$ cat config.mk
export PLATFORM = sky130hd
export DESIGN_NAME = aux_port_vco_divider_regs
export DESIGN_NICKNAME = d
export VERILOG_FILES = /design/src/rtl/aux_vco_pkg.sv /design/src/rtl/aux_cfg_if.sv /design/src/rtl/aux_port_drive.sv /design/src/rtl/aux_port_vco_divider_regs.sv /design/src/rtl/divide_decode.sv
export SDC_FILE = /design/constraint.sdc
export NUM_CORES = 1
export LEC_CHECK = 0
export ABC_AREA = 1
export CAP_MARGIN = 10
export CORE_UTILIZATION = 55
export CTS_BUF_LIST = sky130_fd_sc_hd__clkbuf_16
export DETAILED_ROUTE_END_ITERATION = 10
export DONT_BUFFER_PORTS = 1
export GPL_ROUTABILITY_DRIVEN = 0
export PLACE_DENSITY = 0.7
export SLEW_MARGIN = 20
export SYNTH_ARGS = -nofsm -noshare
export SYNTH_HDL_FRONTEND = slang
export SYNTH_SLANG_ARGS = --single-unit
export TNS_END_PERCENT = 50
$ cat constraint.sdc
create_clock -name clk_i -period 3.8 [get_ports clk_i]
set_input_delay 0 -clock clk_i [delete_from_list [all_inputs] [get_ports clk_i]]
set_output_delay 0 -clock clk_i [all_outputs]
set_load 0.02 [all_outputs]
$ cat src/rtl/aux_vco_pkg.sv
`default_nettype none
package aux_vco_pkg;
  // ==========================================
  // register indices (byte address = 4 * index)
  localparam logic [5:0]  IDX_AUX_CTRL = 6'h14;  // aux_port_control
  localparam logic [5:0]  IDX_VCO_CFG  = 6'h15;  // manual_vco_config
  localparam logic [5:0]  IDX_GAIN_DIV = 6'h16;  // gain_divider
  localparam logic [5:0]  IDX_STAT_SEL = 6'h1b;  // status selector
  localparam logic [5:0]  IDX_STATE    = 6'h1c;  // live state, read only
  // ==========================================
  // values after reset
  localparam logic [23:0] AUX_CTRL_RST = 24'h000220;
  localparam logic [23:0] VCO_CFG_RST  = 24'h0f48a0;
  localparam logic [23:0] GAIN_DIV_RST = 24'h0006c1;
  localparam logic [4:0]  STAT_SEL_RST = 5'h01;  // lock detect
  // ==========================================
  // field positions
  localparam int AUX_MODE_BIT = 0;   // serial port / static outputs
  localparam int AUX_VAL_LSB  = 1;   // static values [3:1]
  localparam int AUX_LVL_BIT  = 4;   // 3.3 V level
  localparam int PSYNC_BIT    = 9;   // enable pin as sync trigger
  localparam int ROUTE_LSB    = 10;  // status routing [11:10]
  localparam int OFF_LSB      = 12;  // disabled behaviour [13:12]
  localparam int MCAL_BIT     = 0;   // manual calibration
  localparam int CAP_LSB      = 1;   // capacitor switch [5:1]
  localparam int SUB_LSB      = 6;   // core sub-band [8:6]
  localparam int MTUNE_BIT    = 9;   // manual tune
  localparam int ASCALE_BIT   = 16;  // pump current auto-scale
  localparam int DIV_LSB      = 0;   // divide ratio [5:0]
  localparam int G1_LSB       = 6;   // first buffer gain [7:6]
  localparam int G2_LSB       = 8;   // second buffer gain [9:8]
  localparam int DSG_BIT      = 10;  // divider stage gain
  // ==========================================
  // divider limits
  localparam logic [5:0]  DIV_MAX = 6'h3e;  // 62
  // ==========================================
  // types
  typedef enum logic [1:0] {
    OFF_HIZ  = 2'b00,
    OFF_HOLD = 2'b01,
    OFF_HIGH = 2'b10,
    OFF_LOW  = 2'b11
  } off_mode_t;
  typedef enum logic [0:0] {
    BUS_IDLE = 1'b0,
    BUS_ACK  = 1'b1
  } bus_state_t;
endpackage
`default_nettype wire

$ cat src/rtl/aux_cfg_if.sv
`default_nettype none
interface aux_cfg_if;
  import aux_vco_pkg::*;
  // ==========================================
  // aux port settings from the register bank, plus the muxed status level
  logic       spi_mode;    // serial port selected
  logic [2:0] gpo_value;   // static output values
  logic       level_3v3;   // drive level select
  logic [1:0] route;       // status routing
  off_mode_t  off_mode;    // disabled behaviour
  logic       status_bit;  // muxed status level
  modport ctrl  (output spi_mode, gpo_value, level_3v3, route, off_mode, status_bit);
  modport drive (input  spi_mode, gpo_value, level_3v3, route, off_mode, status_bit);
endinterface
`default_nettype wire

$ cat src/rtl/aux_port_drive.sv
`default_nettype none
module aux_port_drive (
  // clock and reset
  input  wire logic       clk_i,
  input  wire logic       rst_i,
  // settings
  aux_cfg_if.drive        cfg,
  // serial engine
  input  wire logic       spi_active_i,
  input  wire logic [2:0] spi_out_i,
  // pins
  output logic      [2:0] pin_o,
  output logic      [2:0] oe_o,
  output logic            level_3v3_o
);
  import aux_vco_pkg::*;
  // ==========================================
  // pin state
  logic [2:0] pin_q, pin_d;  // driven values
  logic [2:0] oe_q, oe_d;    // enables
  logic       lvl_q, lvl_d;  // level select

  // next pin values
  always_comb begin
    pin_d = pin_q;
    oe_d  = 3'h7;
    lvl_d = 1'b0;
    if (!cfg.spi_mode) begin
      // static outputs
      pin_d = cfg.gpo_value;
      lvl_d = cfg.level_3v3;
    end else if (spi_active_i) begin
      // serial port running
      pin_d = spi_out_i;
    end else begin
      // serial port idle
      case (cfg.off_mode)
        OFF_HIZ:  oe_d  = 3'h0;
        OFF_HOLD: pin_d = pin_q;
        OFF_HIGH: pin_d = 3'h7;
        default:  pin_d = 3'h0;
      endcase
    end
    // status overlay on one pin
    if (cfg.route != 2'h0) begin
      pin_d[cfg.route - 2'h1] = cfg.status_bit;
      oe_d[cfg.route - 2'h1]  = 1'b1;
    end
  end

  // register pins
  always_ff @(posedge clk_i) begin
    if (rst_i) begin
      pin_q <= 3'h0;
      oe_q  <= 3'h0;
      lvl_q <= 1'b0;
    end else begin
      pin_q <= pin_d;
      oe_q  <= oe_d;
      lvl_q <= lvl_d;
    end
  end

  assign pin_o       = pin_q;
  assign oe_o        = oe_q;
  assign level_3v3_o = lvl_q;
endmodule
`default_nettype wire

$ cat src/rtl/aux_port_vco_divider_regs.sv
// Operation
// - mode bit picks serial port or static outputs
// - static outputs follow three value bits
// - level bit selects 1.8 V or 3.3 V, static mode only
// - sync bit makes enable pin a trigger in exact frequency mode
// - two bits route status to one output
// - calibration mode bit, resets to zero
// - apply capacitor switch and sub-band fields
// - manual tune enable bit, resets to zero
// - auto-scale pump current bit, resets one
// - divide zero mutes, one passes, even divides
// - odd rounds down, above 62 gives 62
// - first buffer gain in 3 dB steps
// - second buffer gain, same steps, reset two
// - divider stage gain, max or minus 3 dB
// - vco config reads f48a0 after reset
// - five-bit selector picks status signal
//
// Our own choice: the Wishbone interface to the registers.
`default_nettype none
module aux_port_vco_divider_regs (
  // clock and reset
  input  wire logic        clk_i,
  input  wire logic        rst_i,
  // wishbone slave
  input  wire logic        wb_cyc_i,
  input  wire logic        wb_stb_i,
  input  wire logic        wb_we_i,
  input  wire logic [7:0]  wb_adr_i,
  input  wire logic [3:0]  wb_sel_i,
  input  wire logic [31:0] wb_dat_i,
  output logic      [31:0] wb_dat_o,
  output logic             wb_ack_o,
  // device pins and sources
  input  wire logic        chip_en_i,
  input  wire logic [31:0] status_src_i,
  input  wire logic        exact_freq_mode_i,
  // aux serial engine
  input  wire logic        aux_spi_active_i,
  input  wire logic [2:0]  aux_spi_out_i,
  // aux pins
  output logic      [2:0]  general_purpose_output_o,
  output logic      [2:0]  general_purpose_output_oe_o,
  output logic             aux_level_3v3_o,
  // phase sync
  output logic             phase_sync_o,
  // vco controls
  output logic             manual_cal_o,
  output logic      [4:0]  cap_switch_o,
  output logic      [2:0]  vco_subband_o,
  output logic             manual_tune_o,
  output logic             charge_pump_autoscale_o,
  // divider and gains
  output logic      [5:0]  div_ratio_o,
  output logic             output_mute_o,
  output logic      [1:0]  lo1_gain_o,
  output logic      [1:0]  second_local_osc_output_gain_o,
  output logic             div_stage_gain_o
);
  import aux_vco_pkg::*;

  // ==========================================
  // helpers

  // byte-lane merge into a 24-bit register
  function automatic logic [23:0] merge(
    input logic [23:0] old,
    input logic [31:0] wd,
    input logic [3:0]  sel
  );
    logic [23:0] r;
    r = old;
    for (int b = 0; b < 3; b++) begin
      if (sel[b]) begin
        r[b*8 +: 8] = wd[b*8 +: 8];
      end
    end
    return r;
  endfunction

  // ==========================================
  // state
  bus_state_t  bus_q, bus_d;    // slave phase
  logic [31:0] dat_q, dat_d;    // read data
  logic [23:0] aux_q, aux_d;    // aux_port_control
  logic [23:0] vco_q, vco_d;    // manual_vco_config
  logic [23:0] gdiv_q, gdiv_d;  // gain_divider
  logic [4:0]  ssel_q, ssel_d;  // status selector
  logic [5:0]  idx;             // word index
  logic        req;             // live request
  logic [23:0] state_word;      // live state view

  // ==========================================
  // pin synchronisers
  logic [31:0] st_meta_q, st_sync_q;   // status sources
  logic        ce_meta_q, ce_sync_q;   // enable pin
  logic        ce_prev_q;              // edge history
  logic        stat_q, stat_d;         // selected status
  logic        psync_q, psync_d;       // sync trigger

  aux_cfg_if cfg ();
  logic [2:0] pins;  // driven aux values
  logic [2:0] oes;   // aux enables

  assign idx = wb_adr_i[7:2];
  assign req = wb_cyc_i && wb_stb_i;

  // live state for the read-only word
  assign state_word = {10'h000, oes, pins, stat_q, output_mute_o, div_ratio_o};

  // ==========================================
  // bus and registers

  // next values of bus and register bank
  always_comb begin
    bus_d  = bus_q;
    dat_d  = dat_q;
    aux_d  = aux_q;
    vco_d  = vco_q;
    gdiv_d = gdiv_q;
    ssel_d = ssel_q;
    case (bus_q)
      BUS_IDLE: begin
        // take request, fetch read data
        if (req) begin
          bus_d = BUS_ACK;
          if (idx == IDX_AUX_CTRL) begin
            dat_d = {8'h00, aux_q};
          end else if (idx == IDX_VCO_CFG) begin
            dat_d = {8'h00, vco_q};
          end else if (idx == IDX_GAIN_DIV) begin
            dat_d = {8'h00, gdiv_q};
          end else if (idx == IDX_STAT_SEL) begin
            dat_d = {27'h0000000, ssel_q};
          end else if (idx == IDX_STATE) begin
            dat_d = {8'h00, state_word};
          end else begin
            dat_d = 32'h00000000;  // unmapped
          end
        end
      end
      BUS_ACK: begin
        // write lands on the acked edge
        bus_d = BUS_IDLE;
        if (req && wb_we_i) begin
          // reserved bits stored as written
          if (idx == IDX_AUX_CTRL) begin
            aux_d = merge(aux_q, wb_dat_i, wb_sel_i);
          end else if (idx == IDX_VCO_CFG) begin
            vco_d = merge(vco_q, wb_dat_i, wb_sel_i);
          end else if (idx == IDX_GAIN_DIV) begin
            gdiv_d = merge(gdiv_q, wb_dat_i, wb_sel_i);
          end else if (idx == IDX_STAT_SEL && wb_sel_i[0]) begin
            ssel_d = wb_dat_i[4:0];
          end
        end
      end
      default: bus_d = BUS_IDLE;
    endcase
  end

  // register bus and bank
  always_ff @(posedge clk_i) begin
    if (rst_i) begin
      bus_q  <= BUS_IDLE;
      dat_q  <= 32'h00000000;
      aux_q  <= AUX_CTRL_RST;
      vco_q  <= VCO_CFG_RST;
      gdiv_q <= GAIN_DIV_RST;
      ssel_q <= STAT_SEL_RST;
    end else begin
      bus_q  <= bus_d;
      dat_q  <= dat_d;
      aux_q  <= aux_d;
      vco_q  <= vco_d;
      gdiv_q <= gdiv_d;
      ssel_q <= ssel_d;
    end
  end

  assign wb_ack_o = (bus_q == BUS_ACK);
  assign wb_dat_o = dat_q;

  // ==========================================
  // status mux and phase sync

  // pick status, detect trigger edge
  always_comb begin
    stat_d  = st_sync_q[ssel_q];
    psync_d = ce_sync_q && !ce_prev_q && aux_q[PSYNC_BIT]
              && exact_freq_mode_i;
  end

  // two-stage pin sampling
  always_ff @(posedge clk_i) begin
    if (rst_i) begin
      st_meta_q <= 32'h00000000;
      st_sync_q <= 32'h00000000;
      // enable history starts high: a pin already high at reset gives no false edge
      ce_meta_q <= 1'b1;
      ce_sync_q <= 1'b1;
      ce_prev_q <= 1'b1;
      stat_q    <= 1'b0;
      psync_q   <= 1'b0;
    end else begin
      st_meta_q <= status_src_i;
      st_sync_q <= st_meta_q;
      ce_meta_q <= chip_en_i;
      ce_sync_q <= ce_meta_q;
      ce_prev_q <= ce_sync_q;
      stat_q    <= stat_d;
      psync_q   <= psync_d;
    end
  end

  assign phase_sync_o = psync_q;

  // ==========================================
  // aux port
  assign cfg.spi_mode   = aux_q[AUX_MODE_BIT];
  assign cfg.gpo_value  = aux_q[AUX_VAL_LSB +: 3];
  assign cfg.level_3v3  = aux_q[AUX_LVL_BIT];
  assign cfg.route      = aux_q[ROUTE_LSB +: 2];
  assign cfg.off_mode   = off_mode_t'(aux_q[OFF_LSB +: 2]);
  assign cfg.status_bit = stat_q;

  // pin driver
  aux_port_drive u_drive (
    .clk_i        (clk_i),
    .rst_i        (rst_i),
    .cfg          (cfg.drive),
    .spi_active_i (aux_spi_active_i),
    .spi_out_i    (aux_spi_out_i),
    .pin_o        (pins),
    .oe_o         (oes),
    .level_3v3_o  (aux_level_3v3_o)
  );

  assign general_purpose_output_o    = pins;
  assign general_purpose_output_oe_o = oes;

  // ==========================================
  // vco controls
  assign manual_cal_o            = vco_q[MCAL_BIT];
  assign cap_switch_o            = vco_q[CAP_LSB +: 5];
  assign vco_subband_o           = vco_q[SUB_LSB +: 3];
  assign manual_tune_o           = vco_q[MTUNE_BIT];
  assign charge_pump_autoscale_o = vco_q[ASCALE_BIT];

  // ==========================================
  // divider and gains
  divide_decode #(
    .W (6)
  ) u_div (
    .clk_i   (clk_i),
    .rst_i   (rst_i),
    .field_i (gdiv_q[DIV_LSB +: 6]),
    .ratio_o (div_ratio_o),
    .mute_o  (output_mute_o)
  );

  assign lo1_gain_o                     = gdiv_q[G1_LSB +: 2];
  assign second_local_osc_output_gain_o = gdiv_q[G2_LSB +: 2];
  assign div_stage_gain_o               = gdiv_q[DSG_BIT];
endmodule
`default_nettype wire

$ cat src/rtl/divide_decode.sv
`default_nettype none
module divide_decode #(
  parameter int W = 6  // ratio field width
) (
  // clock and reset
  input  wire logic         clk_i,
  input  wire logic         rst_i,
  // raw field
  input  wire logic [W-1:0] field_i,
  // decoded ratio
  output logic      [W-1:0] ratio_o,
  output logic              mute_o
);
  import aux_vco_pkg::*;
  // ==========================================
  // decode state
  logic [W-1:0] ratio_q, ratio_d;  // effective ratio
  logic         mute_q, mute_d;    // output stages off

  // clamp and round down
  always_comb begin
    mute_d  = (field_i == '0);
    ratio_d = field_i;
    if (field_i > W'(DIV_MAX)) begin
      ratio_d = W'(DIV_MAX);
    end else if (field_i > W'(1) && field_i[0]) begin
      ratio_d = field_i - W'(1);
    end
  end

  // register result
  always_ff @(posedge clk_i) begin
    if (rst_i) begin
      ratio_q <= W'(1);
      mute_q  <= 1'b0;
    end else begin
      ratio_q <= ratio_d;
      mute_q  <= mute_d;
    end
  end

  assign ratio_o = ratio_q;
  assign mute_o  = mute_q;
endmodule
`default_nettype wire

==> results.sh, run 1 <==
export IMPL_outcome="finished, final reports clean"
export IMPL_core_um2=12770
export IMPL_syn_area_um2=7303
export IMPL_synthDistinctLibCells=29
export IMPL_slowest_stage="nor2_2"
export IMPL_rsz0062_at_grt="no"
export IMPL_die_y_um=117.2
export IMPL_first_global_vias=5650
export IMPL_syn_avg_cell_area_um2=7.529
export IMPL_hold_viol_final=0
export IMPL_endpoint_kind="flop"
export IMPL_post_cts_resized=0
export IMPL_vias_per_cell=5.131
export IMPL_p_per_area_nw_per_um2=463.6
export IMPL_initial_core_util_pct=57.18
export IMPL_max_freq_mhz=459.0
export IMPL_cts_tree="done"
export IMPL_chipWidth_um=117.2
export IMPL_cts_buffers=17
export IMPL_pwr_share_seq_pct=51.3
export IMPL_firstDrtPassIters=5
export IMPL_p_switching_w=0.0008577
export IMPL_cts_setup_buffers=0
export IMPL_ys_seq_area_share_pct=50.71
export IMPL_clock_path_buffers=2
export IMPL_num_vias=6131
export IMPL_cts_htree_levels=4
export IMPL_vdd_ir_drop_max_v=0.0003509
export IMPL_place_hpwl_um=11270
export IMPL_start_kind="flop"
export IMPL_port_buffers=0
export IMPL_grt_ovfl_total=0
export IMPL_combPwrFrac_pct=5.2
export IMPL_tns_ns=0
export IMPL_path_common_cell="nand2_1"
export IMPL_criticalPathCategory="reg2reg"
export IMPL_grtUsageTotal_pct=27.48
export IMPL_finalClockSkew_ns=0.005795
export IMPL_ioPinCount=151
export IMPL_netlist_instances=970
export IMPL_synth_seq_cells=185
export IMPL_first_iter_violations=552
export IMPL_worstPathArrival_ns=2.45
export IMPL_wirelength_um=17860
export IMPL_grt_pass1_wl_um=28120
export IMPL_min_delay_start="wb_adr_i[5]"
export IMPL_dieArea_um2=13740
export IMPL_nNetsFinal=1098
export IMPL_hp_class="in2reg"
export IMPL_worst_pin_slew_ns=0.9504
export IMPL_antenna_found_initial=2
export IMPL_cts_hold_fix_buffers=67
export IMPL_clk_latency_ns=0.43
export IMPL_path_cells="nand2_1 -> nor2_1 -> nand2_1 -> nor2_2 -> inv_1 -> nand2_1 -> nand3_1"
export IMPL_swShare_pct=21.78
export IMPL_ant_nets=0
export IMPL_critical_path_max_stage_delay_ns=0.47
export IMPL_fin_crit_ns=2.179
export IMPL_fin_area_um2=8493
export IMPL_cp_max_fo=12
export IMPL_drcViolationCount=0
export IMPL_clock_root_buffer="clkbuf_16"
export IMPL_power_share_clock_pct=43.5
export IMPL_p_int_w=0.003080
export IMPL_area_growth_pct=16.29
export IMPL_leakage_nw=3.888
export IMPL_clk_pin_slew_ns=0.06
export IMPL_setup_viol=0
export IMPL_max_slew_margin_pct=36.64
export IMPL_cts_sinks=185
export IMPL_rr_startpoint="wb_ack_o"
export IMPL_place_area_um2=7233
export IMPL_wl_per_cell_um=14.94
export IMPL_grt_max_degree=107
export IMPL_min_period_over_period_pct=57.33
export IMPL_rows=41
export IMPL_cap_violations=0
export IMPL_crit_family="simple AND/OR/NAND/NOR gates"
export IMPL_yosysWarnings=0
export IMPL_crit_start="wb_ack_o"
export IMPL_layout_drive_gt1_share_pct=5.877
export IMPL_slew_violations=0
export IMPL_path_buf_inv=1
export IMPL_required_ns=4.07
## Yosys cell counts
cell type / instances / area [um^2]
conb_1: 1 / 3.750
dfxtp_1: 185 / 3704
nand4_1: 3 / 18.77
nand2_4: 1 / 11.26
nor2_4: 8 / 90.09
buf_6: 3 / 33.78
nand2_2: 1 / 6.260
clkinv_1: 1 / 3.750
nor3_1: 4 / 20.02
nand2_1: 156 / 585.6
or2_2: 4 / 25.02
inv_2: 8 / 30.03
o21ai_0: 90 / 450.4
o211ai_2: 2 / 25.02
buf_1: 1 / 3.750
nand3_1: 79 / 395.4
clkbuf_1: 23 / 86.33
nor2_2: 2 / 12.51
a21oi_1: 36 / 180.2
o21ai_1: 4 / 20.02
nor3_2: 1 / 10.01
inv_1: 108 / 405.4
buf_4: 21 / 157.7
o211ai_1: 17 / 127.6
nor2_8: 4 / 80.08
buf_2: 9 / 45.04
a31oi_1: 1 / 6.260
nor2_1: 194 / 728.2
ha_1: 3 / 37.54
## metrics by stage
stage,setup slack (ns),hold slack [ns],util [%],std cells,total power (W)
floorplan,2.223,0.1038,-,977,0.002173
global placement,1.698,0.07528,56.63,1094,0.002187
detailed placement,1.648,0.07642,56.63,1094,0.002189
CTS,1.616,0.02079,66.45,1193,0.003957
global route,1.387,0.06452,66.49,1195,0.004057
finish,1.621,0.03514,66.49,1195,0.003938
## cells by family (layout without fill, tap and decap cells)
group,after synthesis,after routing,synth area share (%)
AOI/OAI and AO/OA,150,150,11.08
adders and majority gates,3,3,0.5140
buffers and inverters,174,218,10.48
DFF,185,185,50.71
other,1,10,0.05135
and+or+nand+nor,457,457,27.15
## state kept, by name (all words and copies together), names as in the netlist
| register | cells |
|---|---|
| ce_sync_q | 1 |
| st_meta_q | 32 |
| ssel_q | 5 |
| u_div.ratio_o | 6 |
| ce_meta_q | 1 |
| u_drive.oe_o | 3 |
| vco_q | 24 |
| u_drive.level_3v3_o | 1 |
| cfg.status_bit | 1 |
| aux_q | 24 |
| gdiv_q | 24 |
| phase_sync_o | 1 |
| wb_ack_o | 1 |
| st_sync_q | 32 |
| u_div.mute_o | 1 |
| u_drive.pin_o | 3 |
| wb_dat_o | 24 |
| ce_prev_q | 1 |
## final timing paths
check | end | slack [ns] | cells after the start
max reg2reg | vco_q[14] | 1.62 | 7
min | wb_dat_o[4] | 0.04 | 6
min reg2reg | st_sync_q[25] | 0.40 | 2
max | vco_q[14] | 1.62 | 7
## per-layer routing
layer / global-route usage, % / routed length [um] / part of all wire [%] / up-vias
met5: 0 / 0 / 0 / -
li1: - / - / - / 3112
met3: 8.393 / 1464 / 8.2 / 27
met2: 42.67 / 8032 / 45 / 201
met1: 35.56 / 7997 / 45 / 2791
met4: 11.39 / 363 / 2.0 / 0
## worst min-delay path: cells and delay by family
family	cells	cell delay, ns
AND/OR/NAND/NOR	6	0.43
## layout make-up
class | count | area [um^2]
clock inverters | 15 | 141.4
fillers | 1099 | 4280
flip-flops and latches | 185 | 3704
diodes | 2 | 5.005
clock buffers | 17 | 425.4
multi-input cells | 618 | 2860
inverters | 117 | 439.2
well taps | 172 | 215.2
repair buffers | 69 | 703.2
## power groups by stage
| stage | clock (W) | sequential (W) | combinational (W) |
|---|---|---|---|
| 2_1_floorplan | 0 | 0.00206 | 0.000117 |
| 3_3_place_gp | 0 | 0.00206 | 0.000124 |
| 3_5_place_dp | 0 | 0.00206 | 0.000125 |
| 4_1_cts | 0.00174 | 0.00202 | 0.000201 |
| 5_1_grt | 0.00181 | 0.00202 | 0.000227 |
| 6_report | 0.00171 | 0.00202 | 0.000203 |
## cell usage in the layout, fill, tap and decap left out, types with 2 or more instances in the layout
| cell type | netlist | routed |
|---|---|---|
| nor2_1 | 194 | 194 |
| dfxtp_1 | 185 | 185 |
| nand2_1 | 156 | 156 |
| inv_1 | 108 | 109 |
| o21ai_0 | 90 | 90 |
| nand3_1 | 79 | 79 |
| dlygate4sd3_1 | 0 | 66 |
| a21oi_1 | 36 | 36 |
| o211ai_1 | 17 | 17 |
| clkbuf_16 | 0 | 17 |
| inv_2 | 8 | 9 |
| nor2_4 | 8 | 8 |
| conb_1 | 1 | 8 |
| clkinv_1 | 1 | 6 |
| clkinv_2 | 0 | 5 |
| nor3_1 | 4 | 4 |
| nor2_8 | 4 | 4 |
| o21ai_1 | 4 | 4 |
| or2_2 | 4 | 4 |
| nand4_1 | 3 | 3 |
| ha_1 | 3 | 3 |
| bufinv_16 | 0 | 3 |
| diode_2 | 0 | 2 |
| nor2_2 | 2 | 2 |
| o211ai_2 | 2 | 2 |
| buf_4 | 21 | 2 |
Power figures use the tool's default switching activity.
==> run 2, diff against run 1 <==
--- a/config.mk
+++ b/config.mk
@@ -5,7 +5,7 @@
 export SDC_FILE = /design/constraint.sdc
 export NUM_CORES = 1
 export LEC_CHECK = 0
-export ABC_AREA = 1
+export ABC_AREA = 0
 export CAP_MARGIN = 10
 export CORE_UTILIZATION = 55
 export CTS_BUF_LIST = sky130_fd_sc_hd__clkbuf_16
==> constraint.sdc (replaced) <==
create_clock -name clk_i -period 2.1 [get_ports clk_i]
set_input_delay 0 -clock clk_i [delete_from_list [all_inputs] [get_ports clk_i]]
set_output_delay 0 -clock clk_i [all_outputs]
set_load 0.02 [all_outputs]
==> run 2 against run 1 <==
  * Via count fell by 14%
  * Design area rose by 3.8%
  * Combinational power rose by 87%
  * Register-to-register slack got worse by 1.5 ns
  * Die area fell by 0.73%
  * Final cell count fell by 21%
  * Sequential share of layout area fell by 1.6 points
  * Clock power rose by 88%
  * Clock skew rose by 0.00091 ns
  * Worst hold slack got worse by 0.029 ns
  * Clock-buffer cell count did not move
  * Maximum frequency rose by 11%
  * Critical path type unchanged
  * Largest cell class unchanged
  * Largest power group unchanged
  * Highest routed layer unchanged
==> results.sh, run 2 <==
export IMPL_antenna_found_initial=0
export IMPL_leakage_nw=3.954
export IMPL_clock_path_buffers=2
export IMPL_required_ns=2.41
export IMPL_place_area_um2=7268
export IMPL_worstPathArrival_ns=2.27
export IMPL_outcome="finished, final reports clean"
export IMPL_hold_viol_final=0
export IMPL_synth_seq_cells=185
export IMPL_mostFrequentLayoutCell="dfxtp_1"
export IMPL_multiInputGateArea_um2=3229
export IMPL_cts_htree_levels=4
export IMPL_rr_startpoint="gdiv_q[2]"
export IMPL_first_global_vias=5362
export IMPL_grt_pass1_wl_um=26920
export IMPL_clock_root_buffer="clkbuf_16"
export IMPL_max_slew_margin_pct=59.19
export IMPL_critical_path_max_stage_delay_ns=0.58
export IMPL_clk_latency_ns=0.43
export IMPL_final_cell_mix="185 x dfxtp_1, 91 x dlygate4sd3_1, 90 x mux2i_1, 80 x nor2_1, 75 x nor2b_1"
export IMPL_endpoint_kind="flop"
export IMPL_wl_per_cell_um=18.37
export IMPL_r2r_cells=5
export IMPL_clk_pin_slew_ns=0.07
export IMPL_met3WireLength_um=968
export IMPL_core_um2=12720
export IMPL_start_kind="flop"
export IMPL_cap_violations=0
export IMPL_chipWidth_um=116.8
export IMPL_timing_rr_end="u_div.ratio_o[2]"
export IMPL_slew_violations=0
export IMPL_drcViolationCount=0
export IMPL_dieArea_um2=13640
export IMPL_path_cells="or4_4 -> nand3_1 -> xor2_1 -> a21oi_1 -> dlygate4sd3_1"
export IMPL_synth_area_leader_cell="dfxtp_1"
export IMPL_yosysWarnings=0
export IMPL_rsz0062_at_grt="no"
export IMPL_cts_sinks=185
export IMPL_syn_avg_cell_area_um2=10.63
export IMPL_first_iter_violations=347
export IMPL_grt_max_degree=114
export IMPL_nNetsFinal=847
export IMPL_grt_ovfl_total=0
export IMPL_yosys_most_used_dff="dfxtp_1"
export IMPL_wirelength_um=17300
export IMPL_min_delay_path_depth=2
export IMPL_r2r_setup_slack_ns=0.14
export IMPL_vdd_ir_drop_max_v=0.0006734
export IMPL_die_y_um=116.8
export IMPL_rows=41
export IMPL_area_growth_pct=21.61
export IMPL_n_fill_cell=985
export IMPL_cts_tree="done"
export IMPL_async_flop_share_pct=0
export IMPL_setup_viol=0
export IMPL_min_period_over_period_pct=93.33
export IMPL_post_cts_resized=0
export IMPL_synthDistinctLibCells=52
export IMPL_synth_area_leaders="dfxtp_1 51%, mux2i_1 12%, nor2b_1 6.5%"
export IMPL_worst_pin_slew_ns=0.6114
export IMPL_slowest_stage="or4_4"
export IMPL_hp_class="in2reg"
export IMPL_fin_area_um2=8816
export IMPL_min_delay_start="aux_spi_active_i"
export IMPL_netlist_instances=682
export IMPL_cp_max_fo=6
export IMPL_seq_area_um2=3704
export IMPL_criticalPathCategory="reg2reg"
export IMPL_wl_met2_um=8808
export IMPL_largestRegisters="st_meta_q x32, st_sync_q x32"
export IMPL_num_vias=5293
export IMPL_ioPinCount=151
export IMPL_layout_drive_gt1_share_pct=9.610
export IMPL_wl_met1_um=7093
export IMPL_yosys_top_cells_count="185 x dfxtp_1, 90 x mux2i_1, 80 x nor2_1"
export IMPL_diodes=0
export IMPL_yosysTopAreaCellShare_pct=51.09
export IMPL_port_buffers=0
export IMPL_cts_buffers=17
export IMPL_syn_area_um2=7249
export IMPL_ant_nets=0
export IMPL_vias_per_cell=5.619
export IMPL_initial_core_util_pct=56.98
export IMPL_ys_seq_area_share_pct=51.09
export IMPL_firstDrtPassIters=5
export IMPL_max_freq_mhz=510.2
export IMPL_post_synth_top_count_cell="dfxtp_1"
export IMPL_p_per_area_nw_per_um2=819.1
export IMPL_place_hpwl_um=10600
export IMPL_fin_crit_ns=1.960
export IMPL_top_layer="met4"
export IMPL_finalClockSkew_ns=0.006700
export IMPL_min_to="u_drive.pin_o[1]"
export IMPL_synth_edf_count=0
export IMPL_tns_ns=0
export IMPL_grtUsageTotal_pct=26.39
-- run 2: layout make-up --
class                      count  share of cell area [%]
multi-input combinational    442                   36.63
inverter                       4                  0.1703
tap                          172                   2.441
clock buffer                  17                   4.825
clock inverter                15                   2.001
sequential                   185                   42.01
timing repair buffer         107                   11.92
-- run 2: cells by family (layout without fill, tap and decap cells) --
family | count (synthesis) | count (layout) | share of synthesized area (%)
AO/OA/AOI/OAI | 82 | 82 | 9.078
multiplexers | 100 | 100 | 15.22
buffers and inverters | 62 | 143 | 4.815
AND/OR/NAND/NOR | 248 | 248 | 19.11
XOR/XNOR | 1 | 1 | 0.1208
other | 1 | 8 | 0.05173
adder cells (fa/ha/maj) | 3 | 3 | 0.5178
flip-flops | 185 | 185 | 51.09
-- run 2: where the power goes --
part	switching, W	total (W)	leakage [nW]	internal (W)
clock network	0.00135	0.00322	0.290	0.00188
registers	0.0000397	0.00362	1.51	0.00358
logic	0.000180	0.000379	2.16	0.000199
total	0.00157	0.00722	3.95	0.00565
-- run 2: per-layer routing --
metal | global-route usage (%) | vias up
met3 | 5.973 | 39
met5 | 0 | -
met2 | 46.71 | 177
met1 | 30.73 | 2545
li1 | - | 2532
met4 | 11.22 | 0
-- run 2: worst max path at each step --
stage | start | end | slack, ns | depth (start not counted)
final | gdiv_q[2] | u_div.ratio_o[2] | 0.14 | 5
after CTS | wb_ack_o | wb_dat_o[19] | 0.01 | 5
after detailed placement | ssel_q[0] | cfg.status_bit | 0.16 | 4
after global placement | ssel_q[0] | cfg.status_bit | 0.23 | 4
after floorplan | wb_ack_o | gdiv_q[10] | 0.47 | 5
after global routing | gdiv_q[2] | u_div.ratio_o[2] | 0.09 | 5
-- run 2: what timing repair did --
item,in CTS,in global routing
endpoints found under the setup margin,0,5
setup buffers,0,1
hold buffers,92,0
endpoints found under the hold margin,179,0
-- run 2: critical path, delay by kind of cell, from the launching register on --
kind,cells,cell delay (ns)
compound gates,1,0.08
flops,1,0.38
xor+xnor,1,0.15
simple gates,2,0.70
buf+inv,1,0.55
-- run 2: through the flow --
stage	setup WS, ns	hold slack (ns)	cells	power, W	utilization [%]
final	0.1400	0.006205	942	0.007221	69.30
after global routing	0.08593	0.03349	942	0.007458	69.30
after CTS	0.01136	0.0008147	941	0.007245	69.24
after detailed placement	0.1597	0.08211	817	0.003884	57.13
after global placement	0.2338	0.08433	817	0.003878	57.13
after floorplan	0.4691	0.1038	689	0.003894	-
==> run 3, diff against run 2 <==
--- a/config.mk
+++ b/config.mk
@@ -7,6 +7,7 @@
 export LEC_CHECK = 0
 export ABC_AREA = 0
 export CAP_MARGIN = 10
+export CORE_MARGIN = 3
 export CORE_UTILIZATION = 55
 export CTS_BUF_LIST = sky130_fd_sc_hd__clkbuf_16
 export DETAILED_ROUTE_END_ITERATION = 10
==> run 3 against run 2 <==
  * Final cell count is 0.11% higher
  * Die area is 7.0% higher
  * The run now ends with hold timing left
  * Design area down 0.16%
  * Highest routed layer unchanged
  * Critical path depth decreased by 1
==> results.sh, run 3 (synthesis gave the netlist of run 2 again) <==
export IMPL_area_growth_pct=21.42
export IMPL_finalClockSkew_ns=0.007317
export IMPL_nNetsFinal=848
export IMPL_place_hpwl_um=10830
export IMPL_required_ns=2.40
export IMPL_cts_tree="done"
export IMPL_rows=41
export IMPL_endpoint_kind="flop"
export IMPL_crit_end="cfg.status_bit"
export IMPL_path_buf_inv=0
export IMPL_cts_htree_levels=4
export IMPL_chipWidth_um=120.8
export IMPL_grt_ovfl_total=0
export IMPL_criticalPathCategory="reg2reg"
export IMPL_cap_violations=0
export IMPL_port_buffers=0
export IMPL_grt_max_degree=114
export IMPL_path_cells="mux4_2 -> and2_4 -> a2111oi_4 -> a311oi_1"
export IMPL_worst_path_stages=4
export IMPL_rr_startpoint="ssel_q[0]"
export IMPL_r2r_setup_slack_ns=0.22
export IMPL_largestRegisters="st_meta_q x32, st_sync_q x32"
export IMPL_max_slew_margin_pct=57.41
export IMPL_dieArea_um2=14590
export IMPL_initial_core_util_pct=56.75
export IMPL_violations="hold timing"
export IMPL_max_freq_mhz=532.6
export IMPL_n_fill_cell=969
export IMPL_hp_class="in2reg"
export IMPL_wl_per_cell_um=18.32
export IMPL_tns_ns=0
export IMPL_clock_root_buffer="clkbuf_16"
export IMPL_worstPathArrival_ns=2.18
export IMPL_cts_setup_buffers=0
export IMPL_first_iter_violations=360
export IMPL_multiInputGateArea_um2=3229
export IMPL_ioPinCount=151
export IMPL_die_y_um=120.8
export IMPL_cts_buffers=17
export IMPL_ant_nets=0
export IMPL_vias_per_cell=5.642
export IMPL_worst_pin_slew_ns=0.6362
export IMPL_vdd_ir_drop_max_v=0.0005895
export IMPL_num_vias=5320
export IMPL_start_kind="flop"
export IMPL_r2r_cells=4
export IMPL_first_global_vias=5393
export IMPL_clock_path_buffers=2
export IMPL_layout_drive_gt1_share_pct=9.728
export IMPL_cts_sinks=185
export IMPL_antenna_found_initial=0
export IMPL_drcViolationCount=0
export IMPL_core_um2=12770
export IMPL_seq_area_um2=3704
export IMPL_slew_violations=0
export IMPL_leakage_nw=3.942
export IMPL_hold_viol_final=9
export IMPL_firstDrtPassIters=5
export IMPL_critical_path_max_stage_delay_ns=0.62
export IMPL_outcome="finished with violations"
export IMPL_grtUsageTotal_pct=24.41
export IMPL_timing_rr_end="cfg.status_bit"
export IMPL_clk_latency_ns=0.43
export IMPL_setup_viol=0
export IMPL_rsz0062_at_grt="no"
export IMPL_final_cell_count_no_fill=943
export IMPL_clk_pin_slew_ns=0.07
export IMPL_grt_pass1_wl_um=27540
export IMPL_slowest_stage="dfxtp_1"
export IMPL_p_per_area_nw_per_um2=807.0
export IMPL_wirelength_um=17270
export IMPL_place_inst=818
export IMPL_crit_start="ssel_q[0]"
export IMPL_min_period_over_period_pct=89.40
export IMPL_fin_crit_ns=1.877
export IMPL_crit_family="flip-flops"
export IMPL_mostFrequentLayoutCell="dfxtp_1"
export IMPL_final_cell_mix="185 x dfxtp_1, 92 x dlygate4sd3_1, 90 x mux2i_1, 80 x nor2_1, 75 x nor2b_1"
export IMPL_fin_hold_ws_ns=-0.05368
export IMPL_cp_max_fo=10
export IMPL_diodes=0
-- run 3: cell types whose count changed in the layout (fill, tap and decap cells not counted), sizes merged --
cell,previous run,this run
dlygate4sd3,91,92
bufinv,3,2
clkinv,5,6
inv,8,7
clkinvlp,3,4
-- run 3: area by class of cell --
| cell class | instances | area share [%] |
|---|---|---|
| repair buffers | 108 | 12.05 |
| multi-input cells | 442 | 36.69 |
| inverters | 4 | 0.1706 |
| flip-flops and latches | 185 | 42.08 |
| clock buffers | 17 | 4.833 |
| clock inverters | 15 | 1.734 |
| well taps | 172 | 2.445 |
-- run 3: worst min path at each step --
stage,start,to,depth (start not counted)
floorplan,chip_en_i,ce_meta_q,1
global placement,rst_i,st_meta_q[9],1
detailed placement,rst_i,st_meta_q[10],1
CTS,wb_adr_i[7],wb_dat_o[3],4
global route,rst_i,ssel_q[4],2
finish,rst_i,ssel_q[1],2
-- run 3: routing by layer --
layer	track usage (%)	part of all wire, %
met3	7.484	7.1
met5	0	0
met1	27.86	40
met2	42.89	51
met4	9.136	1.9
-- run 3: worst reg2reg max path: cells and delay by family (launching register included) --
family | cells | cell delay (ns)
AO/OA/AOI/OAI | 2 | 0.39
flip-flops | 1 | 0.62
multiplexers | 1 | 0.57
AND/OR/NAND/NOR | 1 | 0.18
-- run 3: through the flow --
step                      hold WS [ns]  cell area (um^2)  setup WS, ns  utilization (%)  total power (W)
after detailed placement       0.08375              7276        0.2086            56.96         0.003886
after floorplan                 0.1038              7276        0.4691                -         0.003894
after global routing          0.009363              8802        0.1416            68.91         0.007347
after global placement         0.08486              7276        0.2276            56.96         0.003880
final                         -0.05368              8802        0.2226            68.91         0.007103
after CTS                   0.00001785              8802        0.1888            68.91         0.007131
-- run 3: power breakdown --
group / internal [W] / total [W] / switching, W / leakage [nW]
registers: 0.00358 / 0.00362 / 0.0000372 / 1.51
clock network: 0.00175 / 0.00310 / 0.00135 / 0.277
logic: 0.000206 / 0.000387 / 0.000181 / 2.16
total: 0.00554 / 0.00710 / 0.00157 / 3.94
-- run 3: repair_timing --
item,4_1_cts,5_1_grt
hold buffers,93,0
resized for setup,0,0
endpoints found under the hold margin,178,0
